--- config.mk ---
export PLATFORM = sky130hd
export DESIGN_NAME = sfs_supervisor
export DESIGN_NICKNAME = d
export VERILOG_FILES = /design/src/common/sfs_pkg.sv /design/src/rtl/sfs_supervisor.sv /design/src/rtl/sfs_sync.sv
export SDC_FILE = /design/constraint.sdc
export NUM_CORES = 1
export LEC_CHECK = 0
export BUFFER_PORTS_ARGS = -buffer_cell sky130_fd_sc_hd__buf_2
export CORE_ASPECT_RATIO = 1.25
export CORE_MARGIN = 4
export CORE_UTILIZATION = 30
export DETAILED_ROUTE_END_ITERATION = 8
export PLACE_DENSITY = 0.56
export SLEW_MARGIN = 20
export SYNTH_ARGS = -nofsm -noshare
export SYNTH_HDL_FRONTEND = slang
export SYNTH_HIERARCHICAL = 1
export SYNTH_SLANG_ARGS = --single-unit
export TNS_END_PERCENT = 30
--- constraint.sdc ---
create_clock -name aclk -period 5.25 [get_ports aclk]
set_input_delay 1.05 -clock aclk [delete_from_list [all_inputs] [get_ports aclk]]
set_output_delay 1.05 -clock aclk [all_outputs]
set_load 0.01 [all_outputs]
--- src/common/sfs_pkg.sv ---
// sleep and fault supervisor: shared constants, register map, display codes
// assumes a 20 MHz system clock and AXI4-Lite register access
package sfs_pkg;
    // ----------------------------------------------------------------
    // timing
    // ----------------------------------------------------------------
    localparam int unsigned CLK_HZ = 20000000;
    localparam int unsigned MS_PER_S = 1000;
    localparam int unsigned MS_TICK_CYC = CLK_HZ / MS_PER_S;
    localparam int unsigned MS_PER_MIN = 60000;
    localparam int unsigned BLINK_MS = 2000;
    localparam int unsigned CONV_TIMEOUT_MS = 70;
    localparam int unsigned SYNC_LEN = 3;

    // ----------------------------------------------------------------
    // register map, byte addresses
    // ----------------------------------------------------------------
    localparam logic [7:0] REG_CTRL = 8'h00;
    localparam logic [7:0] REG_AUTOSLEEP = 8'h04;
    localparam logic [7:0] REG_STATUS = 8'h08;
    localparam logic [7:0] REG_DISPLAY = 8'h0c;
    localparam logic [7:0] REG_MINUTES = 8'h10;

    // ctrl fields, write-one pulses except setup
    localparam int unsigned CTRL_SETUP_BIT = 0;
    localparam int unsigned CTRL_PARAM_CHG_BIT = 1;
    localparam int unsigned CTRL_CAL_BAD_BIT = 2;
    localparam int unsigned CTRL_CONV_START_BIT = 3;
    localparam logic [7:0] AUTOSLEEP_RST = 8'h00;

    localparam logic [1:0] RESP_OKAY = 2'b00;
    localparam logic [1:0] RESP_SLVERR = 2'b10;

    // ----------------------------------------------------------------
    // display selection and error numbers
    // ----------------------------------------------------------------
    typedef enum logic [2:0] {
        DISP_WEIGHT,
        DISP_SLEEP,
        DISP_BATTERY_DEAD,
        DISP_ERROR,
        DISP_OVERLOAD
    } sfs_disp_e;

    localparam logic [3:0] ERR_NONE = 4'h0;
    localparam logic [3:0] ERR_RANGE = 4'h1;
    localparam logic [3:0] ERR_CAL = 4'h2;
    localparam logic [3:0] ERR_NVM = 4'h3;
    localparam logic [3:0] ERR_CONV_TIMEOUT = 4'h7;
    localparam logic [3:0] ERR_NOT_CALC = 4'h8;
endpackage

--- src/rtl/sfs_supervisor.sv ---
// sleep and fault supervisor for a battery weighing indicator
// assumes keypad, battery and converter pins are asynchronous to aclk
// Operation
// - invalid entry blinks the main display for two seconds
// - a shown condition message marks the instrument inoperable until cleared
// - load above rated capacity shows the overload message instead of weight
// - sleep key enters sleep at once
// - auto-sleep setting zero never sleeps on its own
// - nonzero setting sleeps after that many motionless whole minutes
// - motion clears and holds cleared the minute counter
// - no auto-sleep during keyboard entry or setup
// - wake key leaves sleep and resumes operation
// - battery low enters sleep-like state showing the dead-battery message
// - wake key restarts from dead battery; re-enters if still low
// - no dead-battery entry during keyboard entry or setup
// - converter out-of-range during conversion shows error 1
// - calibration check failure shows error 2; wake reloads calibration
// - memory fault shows error 3; wake retries read, setup exit retries write
// - conversion not done within 70 ms is abandoned with error 7
// - stale derived values show error 8; setup exit recalculates
// - error codes 4, 5 and 6 are never produced
//
// The implementer's own choices: register access over AXI4-Lite and the placing of the registers.
`timescale 1ns/10ps
module sfs_supervisor #(
    parameter int unsigned MIN_TICK_MS = sfs_pkg::MS_PER_MIN,
    parameter int unsigned MS_CYC = sfs_pkg::MS_TICK_CYC
) (
    // clock and reset
    input wire logic aclk,
    input wire logic aresetn,
    // axi4-lite write
    input wire logic [7:0] s_axi_awaddr,
    input wire logic s_axi_awvalid,
    output logic s_axi_awready,
    input wire logic [31:0] s_axi_wdata,
    input wire logic [3:0] s_axi_wstrb,
    input wire logic s_axi_wvalid,
    output logic s_axi_wready,
    output logic [1:0] s_axi_bresp,
    output logic s_axi_bvalid,
    input wire logic s_axi_bready,
    // axi4-lite read
    input wire logic [7:0] s_axi_araddr,
    input wire logic s_axi_arvalid,
    output logic s_axi_arready,
    output logic [31:0] s_axi_rdata,
    output logic [1:0] s_axi_rresp,
    output logic s_axi_rvalid,
    input wire logic s_axi_rready,
    // keypad and sensor pins
    input wire logic sleep_key,
    input wire logic wake_key,
    input wire logic battery_low,
    input wire logic motion,
    input wire logic keyboard_entry,
    input wire logic invalid_entry,
    input wire logic overload,
    // converter
    input wire logic conv_done,
    input wire logic conv_out_of_range,
    output logic conv_start,
    // calibration memory
    input wire logic nvm_fault,
    output logic nvm_read_req,
    output logic nvm_write_req,
    output logic recalc_req,
    // display
    output logic [2:0] disp_sel,
    output logic [3:0] err_code,
    output logic blink,
    output logic inoperable,
    output logic low_power
);
    typedef enum logic [1:0] {ST_RUN, ST_SLEEP, ST_DEAD} sfs_state_e;

    // ----------------------------------------------------------------
    // pin synchronisers
    // ----------------------------------------------------------------
    localparam int NPIN = 9;
    logic [NPIN-1:0] pins_raw, pins_s;
    assign pins_raw = {sleep_key, wake_key, battery_low, motion, keyboard_entry,
                       invalid_entry, overload, conv_done, conv_out_of_range};
    for (genvar i = 0; i < NPIN; i++) begin : g_sync
        sfs_sync u_sync (
            .aclk(aclk),
            .aresetn(aresetn),
            .pin(pins_raw[i]),
            .level(pins_s[i])
        );
    end
    wire sleep_s = pins_s[8];
    wire wake_s = pins_s[7];
    wire batt_s = pins_s[6];
    wire motion_s = pins_s[5];
    wire kbd_s = pins_s[4];
    wire inval_s = pins_s[3];
    wire ovl_s = pins_s[2];
    wire done_s = pins_s[1];
    wire range_s = pins_s[0];

    logic [NPIN-1:0] pins_prev_q;
    wire sleep_rise = sleep_s & ~pins_prev_q[8];
    wire wake_rise = wake_s & ~pins_prev_q[7];
    wire inval_rise = inval_s & ~pins_prev_q[3];
    wire done_rise = done_s & ~pins_prev_q[1];

    // ----------------------------------------------------------------
    // registers
    // ----------------------------------------------------------------
    logic setup_q, param_stale_q, cal_bad_q;
    logic [7:0] autosleep_q;
    logic [15:0] ms_div_q;
    logic [15:0] ms_in_min_q;
    logic [7:0] minutes_q;
    logic [10:0] blink_ms_q;
    logic [6:0] conv_ms_q;
    logic conv_busy_q, conv_start_q;
    logic err_range_q, err_nvm_q, err_timeout_q;
    logic nvm_rd_q, nvm_wr_q, recalc_q;
    sfs_state_e state_q, state_d;

    // ----------------------------------------------------------------
    // bus slave: one write and one read at a time
    // ----------------------------------------------------------------
    logic bvalid_q, rvalid_q;
    logic [1:0] bresp_q, rresp_q;
    logic [31:0] rdata_q;
    wire wr_go = s_axi_awvalid & s_axi_wvalid & ~bvalid_q;
    wire rd_go = s_axi_arvalid & ~rvalid_q;
    assign s_axi_awready = wr_go;
    assign s_axi_wready = wr_go;
    assign s_axi_arready = rd_go;
    assign s_axi_bvalid = bvalid_q;
    assign s_axi_bresp = bresp_q;
    assign s_axi_rvalid = rvalid_q;
    assign s_axi_rresp = rresp_q;
    assign s_axi_rdata = rdata_q;

    wire wr_ctrl = wr_go & (s_axi_awaddr == sfs_pkg::REG_CTRL) & s_axi_wstrb[0];
    wire wr_auto = wr_go & (s_axi_awaddr == sfs_pkg::REG_AUTOSLEEP) & s_axi_wstrb[0];
    wire wr_hit = (s_axi_awaddr == sfs_pkg::REG_CTRL) | (s_axi_awaddr == sfs_pkg::REG_AUTOSLEEP);
    wire setup_d = wr_ctrl ? s_axi_wdata[sfs_pkg::CTRL_SETUP_BIT] : setup_q;
    wire setup_exit = setup_q & ~setup_d;
    wire sw_param_chg = wr_ctrl & s_axi_wdata[sfs_pkg::CTRL_PARAM_CHG_BIT];
    wire sw_cal_bad = wr_ctrl & s_axi_wdata[sfs_pkg::CTRL_CAL_BAD_BIT];
    wire sw_conv = wr_ctrl & s_axi_wdata[sfs_pkg::CTRL_CONV_START_BIT];

    // read mux, unmapped answers slverr with zero data
    logic [31:0] rd_val;
    logic rd_hit;
    always_comb begin
        rd_val = 32'h0000_0000;
        rd_hit = 1'b1;
        case (s_axi_araddr)
            sfs_pkg::REG_CTRL: rd_val = {29'h0, cal_bad_q, param_stale_q, setup_q};
            sfs_pkg::REG_AUTOSLEEP: rd_val = {24'h0, autosleep_q};
            sfs_pkg::REG_STATUS: rd_val = {25'h0, conv_busy_q, err_timeout_q, err_nvm_q,
                                           err_range_q, low_power, state_q};
            sfs_pkg::REG_DISPLAY: rd_val = {24'h0, blink, disp_sel, err_code};
            sfs_pkg::REG_MINUTES: rd_val = {24'h0, minutes_q};
            default: rd_hit = 1'b0;
        endcase
    end

    // response channels hold until taken
    always_ff @(posedge aclk) begin
        if (!aresetn) begin
            bvalid_q <= 1'b0;
            bresp_q <= sfs_pkg::RESP_OKAY;
            rvalid_q <= 1'b0;
            rresp_q <= sfs_pkg::RESP_OKAY;
            rdata_q <= 32'h0000_0000;
        end else begin
            if (wr_go) begin
                bvalid_q <= 1'b1;
                bresp_q <= wr_hit ? sfs_pkg::RESP_OKAY : sfs_pkg::RESP_SLVERR;
            end else if (s_axi_bready) begin
                bvalid_q <= 1'b0;
            end
            if (rd_go) begin
                rvalid_q <= 1'b1;
                rdata_q <= rd_val;
                rresp_q <= rd_hit ? sfs_pkg::RESP_OKAY : sfs_pkg::RESP_SLVERR;
            end else if (s_axi_rready) begin
                rvalid_q <= 1'b0;
            end
        end
    end

    // ----------------------------------------------------------------
    // time base
    // ----------------------------------------------------------------
    wire ms_tick = (ms_div_q == 16'(MS_CYC - 1));
    wire min_tick = ms_tick & (ms_in_min_q == 16'(MIN_TICK_MS - 1));
    wire auto_hold = motion_s | kbd_s | setup_q | (state_q != ST_RUN);
    wire auto_sleep = (autosleep_q != 8'h00) & (minutes_q >= autosleep_q) & ~kbd_s & ~setup_q;
    wire dead_ok = batt_s & ~kbd_s & ~setup_q;

    // minute base restarts with motion so only whole idle minutes count
    always_ff @(posedge aclk) begin
        if (!aresetn) begin
            ms_div_q <= 16'h0000;
            ms_in_min_q <= 16'h0000;
            minutes_q <= 8'h00;
        end else begin
            ms_div_q <= ms_tick ? 16'h0000 : ms_div_q + 16'h0001;
            if (auto_hold) begin
                ms_in_min_q <= 16'h0000;
                minutes_q <= 8'h00;
            end else if (min_tick) begin
                ms_in_min_q <= 16'h0000;
                if (minutes_q != 8'hff) minutes_q <= minutes_q + 8'h01;
            end else if (ms_tick) begin
                ms_in_min_q <= ms_in_min_q + 16'h0001;
            end
        end
    end

    // ----------------------------------------------------------------
    // power state machine
    // ----------------------------------------------------------------
    always_comb begin
        state_d = state_q;
        unique case (state_q)
            ST_RUN: begin
                if (dead_ok) state_d = ST_DEAD;
                else if (sleep_rise | auto_sleep) state_d = ST_SLEEP;
            end
            ST_SLEEP: if (wake_rise) state_d = ST_RUN;
            ST_DEAD: if (wake_rise) state_d = ST_RUN;
        endcase
    end
    wire waking = (state_q != ST_RUN) & (state_d == ST_RUN);

    // ----------------------------------------------------------------
    // state, configuration and memory requests
    // ----------------------------------------------------------------
    always_ff @(posedge aclk) begin
        if (!aresetn) begin
            state_q <= ST_RUN;
            pins_prev_q <= '0;
            setup_q <= 1'b0;
            autosleep_q <= sfs_pkg::AUTOSLEEP_RST;
            nvm_rd_q <= 1'b0;
            nvm_wr_q <= 1'b0;
            recalc_q <= 1'b0;
        end else begin
            state_q <= state_d;
            pins_prev_q <= pins_s;
            setup_q <= setup_d;
            if (wr_auto) autosleep_q <= s_axi_wdata[7:0];
            nvm_rd_q <= waking;
            nvm_wr_q <= setup_exit;
            recalc_q <= setup_exit;
        end
    end
    assign nvm_read_req = nvm_rd_q;
    assign nvm_write_req = nvm_wr_q;
    assign recalc_req = recalc_q;
    assign low_power = (state_q != ST_RUN);

    // ----------------------------------------------------------------
    // fault flags: set, from a ctrl write or the memory fault pin, wins over clear
    // ----------------------------------------------------------------
    always_ff @(posedge aclk) begin
        if (!aresetn) begin
            param_stale_q <= 1'b0;
            cal_bad_q <= 1'b0;
            err_nvm_q <= 1'b0;
        end else begin
            if (sw_param_chg) param_stale_q <= 1'b1;
            else if (setup_exit) param_stale_q <= 1'b0;
            if (sw_cal_bad) cal_bad_q <= 1'b1;
            else if (waking) cal_bad_q <= 1'b0;
            if (nvm_fault) err_nvm_q <= 1'b1;
            else if (waking | setup_exit) err_nvm_q <= 1'b0;
        end
    end

    // ----------------------------------------------------------------
    // conversion watchdog
    // ----------------------------------------------------------------
    wire conv_expire = conv_busy_q & ms_tick & (conv_ms_q == 7'(sfs_pkg::CONV_TIMEOUT_MS - 1));
    always_ff @(posedge aclk) begin
        if (!aresetn) begin
            conv_busy_q <= 1'b0;
            conv_start_q <= 1'b0;
            conv_ms_q <= 7'h00;
            err_range_q <= 1'b0;
            err_timeout_q <= 1'b0;
        end else begin
            conv_start_q <= sw_conv & ~conv_busy_q;
            if (sw_conv & ~conv_busy_q) begin
                conv_busy_q <= 1'b1;
                conv_ms_q <= 7'h00;
            end else if (conv_busy_q & done_rise) begin
                conv_busy_q <= 1'b0;
                err_range_q <= range_s;
                err_timeout_q <= 1'b0;
            end else if (conv_expire) begin
                conv_busy_q <= 1'b0;
                err_timeout_q <= 1'b1;
            end else if (conv_busy_q & ms_tick) begin
                conv_ms_q <= conv_ms_q + 7'h01;
            end
        end
    end
    assign conv_start = conv_start_q;

    // ----------------------------------------------------------------
    // blink timer
    // ----------------------------------------------------------------
    always_ff @(posedge aclk) begin
        if (!aresetn) begin
            blink_ms_q <= 11'h000;
        end else if (inval_rise) begin
            blink_ms_q <= 11'(sfs_pkg::BLINK_MS);
        end else if (ms_tick && blink_ms_q != 11'h000) begin
            blink_ms_q <= blink_ms_q - 11'h001;
        end
    end
    assign blink = (blink_ms_q != 11'h000);

    // ----------------------------------------------------------------
    // display priority, codes 4 to 6 never chosen
    // ----------------------------------------------------------------
    wire [3:0] err_sel = err_range_q ? sfs_pkg::ERR_RANGE :
                         cal_bad_q ? sfs_pkg::ERR_CAL :
                         err_nvm_q ? sfs_pkg::ERR_NVM :
                         err_timeout_q ? sfs_pkg::ERR_CONV_TIMEOUT :
                         param_stale_q ? sfs_pkg::ERR_NOT_CALC : sfs_pkg::ERR_NONE;
    assign err_code = err_sel;
    assign disp_sel = (state_q == ST_DEAD) ? sfs_pkg::DISP_BATTERY_DEAD :
                      (state_q == ST_SLEEP) ? sfs_pkg::DISP_SLEEP :
                      (err_sel != sfs_pkg::ERR_NONE) ? sfs_pkg::DISP_ERROR :
                      ovl_s ? sfs_pkg::DISP_OVERLOAD : sfs_pkg::DISP_WEIGHT;
    assign inoperable = (disp_sel != sfs_pkg::DISP_WEIGHT);

    // ----------------------------------------------------------------
    // checks
    // ----------------------------------------------------------------
    a_sleep_key_entry: assert property (@(posedge aclk) disable iff (!aresetn)
        (state_q == ST_RUN && sleep_rise && !dead_ok) |=> state_q == ST_SLEEP)
        else $error("sleep key ignored");
    a_zero_never_auto: assert property (@(posedge aclk) disable iff (!aresetn)
        (state_q == ST_RUN && autosleep_q == 8'h00 && !sleep_rise && !dead_ok) |=> state_q == ST_RUN)
        else $error("auto sleep with zero setting");
    a_motion_clears: assert property (@(posedge aclk) disable iff (!aresetn)
        motion_s |=> minutes_q == 8'h00)
        else $error("minute count not cleared by motion");
    a_wake_resumes: assert property (@(posedge aclk) disable iff (!aresetn)
        (state_q != ST_RUN && wake_rise) |=> (state_q == ST_RUN && nvm_read_req))
        else $error("wake did not resume");
    a_dead_entry: assert property (@(posedge aclk) disable iff (!aresetn)
        (state_q == ST_RUN && dead_ok) |=> (state_q == ST_DEAD && disp_sel == sfs_pkg::DISP_BATTERY_DEAD))
        else $error("dead battery not entered");
    a_no_dead_setup: assert property (@(posedge aclk) disable iff (!aresetn)
        (state_q == ST_RUN && (kbd_s || setup_q) && !sleep_rise) |=> state_q == ST_RUN)
        else $error("left run during entry or setup");
    a_timeout_code: assert property (@(posedge aclk) disable iff (!aresetn)
        conv_expire |=> (err_timeout_q && !conv_busy_q))
        else $error("conversion timeout missed");
    a_no_reserved: assert property (@(posedge aclk) disable iff (!aresetn)
        !(err_code inside {4'h4, 4'h5, 4'h6}))
        else $error("reserved error code shown");
    a_blink_length: assert property (@(posedge aclk) disable iff (!aresetn)
        inval_rise |=> blink_ms_q == 11'(sfs_pkg::BLINK_MS))
        else $error("blink not loaded");
    a_setup_recalc: assert property (@(posedge aclk) disable iff (!aresetn)
        (setup_exit && !sw_param_chg) |=> (recalc_req && nvm_write_req && !param_stale_q))
        else $error("setup exit did not recalc");
    c_auto_sleep: cover property (@(posedge aclk) disable iff (!aresetn)
        state_q == ST_RUN && auto_sleep);
    c_dead_wake: cover property (@(posedge aclk) disable iff (!aresetn)
        state_q == ST_DEAD && wake_rise);
    c_timeout: cover property (@(posedge aclk) disable iff (!aresetn) conv_expire);
    c_overload: cover property (@(posedge aclk) disable iff (!aresetn)
        disp_sel == sfs_pkg::DISP_OVERLOAD);
endmodule

--- src/rtl/sfs_sync.sv ---
// three-stage synchroniser with agreement filter for one pin input
// assumes the pin is asynchronous to aclk
`timescale 1ns/10ps
module sfs_sync (
    // clock and reset
    input wire logic aclk,
    input wire logic aresetn,
    // pin and clean level
    input wire logic pin,
    output logic level
);
    logic [sfs_pkg::SYNC_LEN-1:0] sr_q;
    logic level_q;

    // --------------------------------------------------------------
    // shift chain, stage 0 only feeds stage 1
    // --------------------------------------------------------------
    always_ff @(posedge aclk) begin
        if (!aresetn) begin
            sr_q <= '0;
            level_q <= 1'b0;
        end else begin
            sr_q <= {sr_q[sfs_pkg::SYNC_LEN-2:0], pin};
            if (sr_q[1] == sr_q[2]) begin
                level_q <= sr_q[1]; // change counts once stages 1 and 2 agree
            end
        end
    end
    assign level = level_q;
endmodule
### After elaboration in Yosys (flattened, before gate mapping)

Cells that the tools add are included.

* reduce and logical (&&, ||, !) cells: 29
* magnitude comparators: 1
* multiplexer cells: 35
* bitwise gates (word level): 46
* eq/ne operators: 20
* add/sub/neg operators: 5

Operators by type and width (count)
* one-hot mux 8 bit (5 select lines): 1
* adder 16 x 1 -> 16 bit, second input constant: 2
* bitwise AND 1 bit: 26
* two-way mux 11 bit: 2
* two-way mux 4 bit: 5
* two-way mux 1 bit: 17
* equality test 16 x 15 -> 1 bit, second input constant: 1
* equality test 16 bit, second input constant: 1
* equality test 8 x 3 -> 1 bit, second input constant: 2
* equality test 8 x 4 -> 1 bit, second input constant: 2
* zero test 8 bit: 2
* nonzero test 2 bit: 8
* NOT 1 bit: 14
* two-way mux 3 bit: 4
* nonzero test 11 bit: 1
* subtractor 11 x 1 -> 11 bit, second input constant: 1
* two-way mux 2 bit: 5
* OR reduction 2 bit: 5
* equality test 1 bit: 9
* adder 8 x 1 -> 8 bit, second input constant: 1
* equality test 8 x 5 -> 1 bit, second input constant: 1
* >= comparator 8 bit: 1
* != test 8 bit, second input constant: 1
* nonzero test 8 bit: 1
* 14 further kinds: 23

* output and inout port bits: 55
* input port bits: 69
* flip-flop bits (word level): 161

### Logic depth before layout (Yosys ltp)

* depth after elaboration: 13
* gate-level depth with buffers: 9
* depth with buffers taken out: 7

### By module

Netlist, hierarchy kept.

Modules (own cells, without submodules)
* sfs_supervisor: sequential area each 1881.8 sq um, instances 1, cells each 597, area an instance 5053.6 sq um
* sfs_sync: sequential area each 80.1 sq um, instances 9, cells each 10, area an instance 118.9 sq um

### Worst setup path after synthesis

Ideal clock, no wire load.

* path kind: input-to-output
* from: input s_axi_awvalid
* to: output s_axi_wready
* arrival: 1.623 ns
* cell stages on the path: 4
* slack: 2.577 ns
* cell sequence: nand2_1 > or2_2 > inv_1 > buf_4

* longest elaborated chain between the ends: 2

Ends and longest elaborated chain
* from (decl): line sfs_supervisor.sv:34 `input wire logic s_axi_awvalid,`
* bitwise AND 1 bit (2 in series): line sfs_supervisor.sv:129 `wire wr_go = s_axi_awvalid & s_axi_wvalid & ~bvalid_q;`
* to (decl): line sfs_supervisor.sv:39 `output logic s_axi_wready,`

No other way between the ends.

### Worst setup path in the final report

* from: register blink_ms_q[0]
* to: output blink

* longest elaborated chain between the ends: 1

Ends and longest elaborated chain
* from (decl): line sfs_supervisor.sv:116 `logic [10:0] blink_ms_q;`
* from (signal assigned): line sfs_supervisor.sv:318 `blink_ms_q <= 11'(sfs_pkg::BLINK_MS);`
* from (signal assigned): line sfs_supervisor.sv:320 `blink_ms_q <= blink_ms_q - 11'h001;`
* nonzero test 11 bit: line sfs_supervisor.sv:323 `assign blink = (blink_ms_q != 11'h000);`
* to (decl): line sfs_supervisor.sv:71 `output logic blink,`

No other way between the ends.

==> run_results.csv <==
group,metric,value,unit
grt,grt_pass1_wl,22890,microns
synth,synth.distinct_cells,68,
synth,synthTopCellsByArea,"dfxtp_1 (43%), nor2_1 (4.7%), xnor2_1 (3.7%)",
cts,numCtsBuffers,17,
synth,yosysMostFrequentCell,"dfxtp_1",
synth,yosys.area_share.simple,28.77,%
finish,utilization,36.28,%
setup_path,crit_type,"reg2out",
finish,fill_cells,2086,
grt,antenna_found_initial,1,
synth,netlist_area,6123,sq um
synth,synth-seq-cells,130,
detailed_routing,drt-total-wl,13990,microns
detailed_routing,antenna_left,0,
sta,setup_violations,0,
synth,ys_top_cells_by_count,"dfxtp_1 (130), nor2_1 (77), nand2_1 (51)",
placed_design,globalplace.congestion,0.8198,
detailed_routing,first_pass_iters,5,
power_and_ir_drop,pwr_density_cell,336.1,nW/um^2
synth,yosysWarnings,6,
die,rows,58,
placed_design,io_buffers,70,
synth,avgSynthCellArea,8.913,sq um
setup_path,crit_required,4.20,ns
detailed_routing,wl_per_cell,13.44,microns
synth,synth_top_cell_area_share,42.50,%
outcome,outcome,"completed",
synth,yosys-mux-area-fraction,3.453,%
cts,cts_sinks,130,
synth,ys_async_sr_fraction,0,%
cts,post_cts_buffers,0,
finish,drive_above_1_share,19.74,%
cts,path_clk_slew,0.06,ns
sta,fmaxAchievable,305.8,MHz
power_and_ir_drop,vdd_ir_drop_max,0.0002072,V
synth,ys.flop_type,"dfxtp_1",
die,core_area,20100,sq um
sta,worstMarginPinSlew,0.7688,ns
sta,final_max_slew_viol_count,0,
setup_path,cp.arrival,2.22,ns
synth,synth_fa_ha_area_share,3.474,%
worst_hold_path,worstHoldPathType,"reg2reg",
synth,synth_cells,687,
die,dieArea,22780,sq um
synth,synth-edff-count,0,
grt,grt_use_total,12.53,%
finish,fin_nets,843,
cts,clkLatencyLatePin,0.42,ns
finish,syn2layout_area_growth,19.08,%
grt,grt_overflow,0,
detailed_routing,drtIter0Drc,164,
synth,synth_xor_area_share,5.721,%
sta,rsz0062_at_grt,"false",
sta,fin_skew,0.01230,ns
sta,fin_crit_sh,62.28,%
sta,fin_tns_setup,0,ns
die,pin_count,124,
setup_path,critPathCaptureType,"primary output",
sta,fin_crit,3.270,ns
cts,cts_root_buffer,"clkbuf_16",
detailed_routing,vias,4882,
cts,post_cts_resized,0,
detailed_routing,vias_per_cell,4.690,
die,die_height,167.7,microns
cts,hold_buffers,0,
sta,slew_headroom,48.56,%
power_and_ir_drop,p_leak,2.987,nW
detailed_routing,drc,0,
synth,ys_seq_area_share,42.50,%
grt,grt_max_degree,72,
cts,htreeDepth,4,
grt,grt_pass1_vias,4576,
sta,hold_viol,0,
synth,synth-compound-area-share,9.440,%
placed_design,hpwl,10160,microns
synth,synth_top_family_by_area,"simple AND/OR/NAND/NOR gates",
setup_path,crit_fanout,6,
die,start_util,30.46,%
setup_path,critPathLaunchType,"register",
die,die_x,135.8,microns
cts,clockBufferDepth,2,
cts,cts_tree,"done",
synth,synth.largest_area_cell,"dfxtp_1",
flow_run,max_cap_violations,0,
-- worst max-delay path, stage by stage, from the launching register on --
cell	delay, ns
dfxtp_1	0.35
inv_1	0.10
ha_1	0.17
or3b_1	0.44
or3_1	0.54
buf_2	0.20
-- final cells by class --
cell class / instances / area (sq um) / area share, %
Antenna cell: 1 / 2.502 / 0.03432
Inverter: 28 / 105.1 / 1.441
Clock inverter: 13 / 234.0 / 3.209
Clock buffer: 19 / 432.9 / 5.937
Tap cell: 270 / 337.8 / 4.633
Timing Repair Buffer: 72 / 365.4 / 5.010
Sequential cell: 130 / 2603 / 35.69
Multi-Input combinational cell: 508 / 3212 / 44.05
-- registers in the layout, summed over array words and instances (netlist names), 2 cells and up --
| signal | flops |
|---|---|
| autosleep_q | 8 |
| blink_ms_q | 11 |
| conv_ms_q | 7 |
| g_sync.u_sync/level | 9 |
| g_sync.u_sync/sr_q | 27 |
| minutes_q | 8 |
| ms_div_q | 16 |
| ms_in_min_q | 16 |
| pins_prev_q | 4 |
| s_axi_rdata | 8 |
| state_q | 2 |
-- power by group --
part | total [W] | leakage [nW] | switching (W) | internal, W
Clock | 0.00134 | 0.313 | 0.000444 | 0.000891
Combinational | 0.000103 | 1.62 | 0.0000642 | 0.0000388
Sequential | 0.00101 | 1.05 | 0.00000966 | 0.00100
-- per-stage QoR --
stage	std cells	cell area, sq um	hold WS (ns)	setup WS [ns]	total power (W)
2_1_floorplan	712	6217	0.4204	2.577	0.001107
3_3_place_gp	1008	6623	0.4222	2.212	0.001137
3_5_place_dp	1008	6623	0.4256	2.210	0.001138
4_1_cts	1040	7289	0.4388	1.970	0.002479
5_1_grt	1041	7292	0.4524	1.869	0.002536
6_report	1041	7292	0.4381	1.980	0.002451
-- cells by family (layout without fill, tap and decap cells) --
| group | after synthesis | after routing |
|---|---|---|
| other cells | 1 | 27 |
| fa+ha+maj | 17 | 17 |
| xor+xnor | 40 | 40 |
| compound gates | 85 | 85 |
| buf+inv | 74 | 132 |
| flops | 130 | 130 |
| simple gates | 319 | 319 |
| mux | 21 | 21 |
-- path summary, 6_finish.rpt --
| kind | start | end | slack [ns] | depth (start not counted) |
|---|---|---|---|---|
| worst min register to register | g_sync[8].u_sync/sr_q[0]$_SDFF_PN0_ | g_sync[8].u_sync/sr_q[1]$_SDFF_PN0_ | 0.44 | 1 |
| worst min-delay path | g_sync[8].u_sync/sr_q[0]$_SDFF_PN0_ | g_sync[8].u_sync/sr_q[1]$_SDFF_PN0_ | 0.44 | 1 |
| worst max-delay path | blink_ms_q[0]$_SDFFE_PP0P_ | blink | 1.98 | 5 |
| worst max register to register | ms_div_q[0]$_SDFF_PP0_ | ms_in_min_q[13]$_SDFFE_PP0P_ | 2.67 | 6 |
-- cell usage in the layout, fill, tap and decap left out, types with 3 or more instances in the layout --
cell type and count:
a22o_1 6, o21ai_0 12, nor4_2 3, nor3_1 23
inv_1 27, and4_1 6, a221oi_1 3, or3_1 10
dfxtp_1 130, or4_1 3, nor4_1 11, xnor2_1 26
clkbuf_16 17, nand4_1 7, nor2_1 77, nand3_1 43
conb_1 26, nand2b_1 8, a31oi_1 3, nor3b_1 3
and2_1 8, nand3b_1 3, buf_2 70, clkinvlp_4 3
bufinv_16 6, ha_1 17, and2_2 27, a32oi_1 3
o211ai_1 12, and3_1 6, mux2i_1 20, nor2b_1 4
nand2_1 51, o21ai_1 3, clkinv_4 3, a21oi_1 25
xor2_1 14, or2_2 6, a32o_1 3
-- per-layer routing --
metal / wire length, microns / global-route usage [%] / vias to the layer above
li1: - / - / 2506
met5: 0 / 0 / -
met2: 6888 / 20.95 / 95
met1: 6307 / 14.84 / 2269
met3: 541 / 3.756 / 12
met4: 252 / 5.349 / 0
No activity file was read; power rests on OpenSTA's default activity.
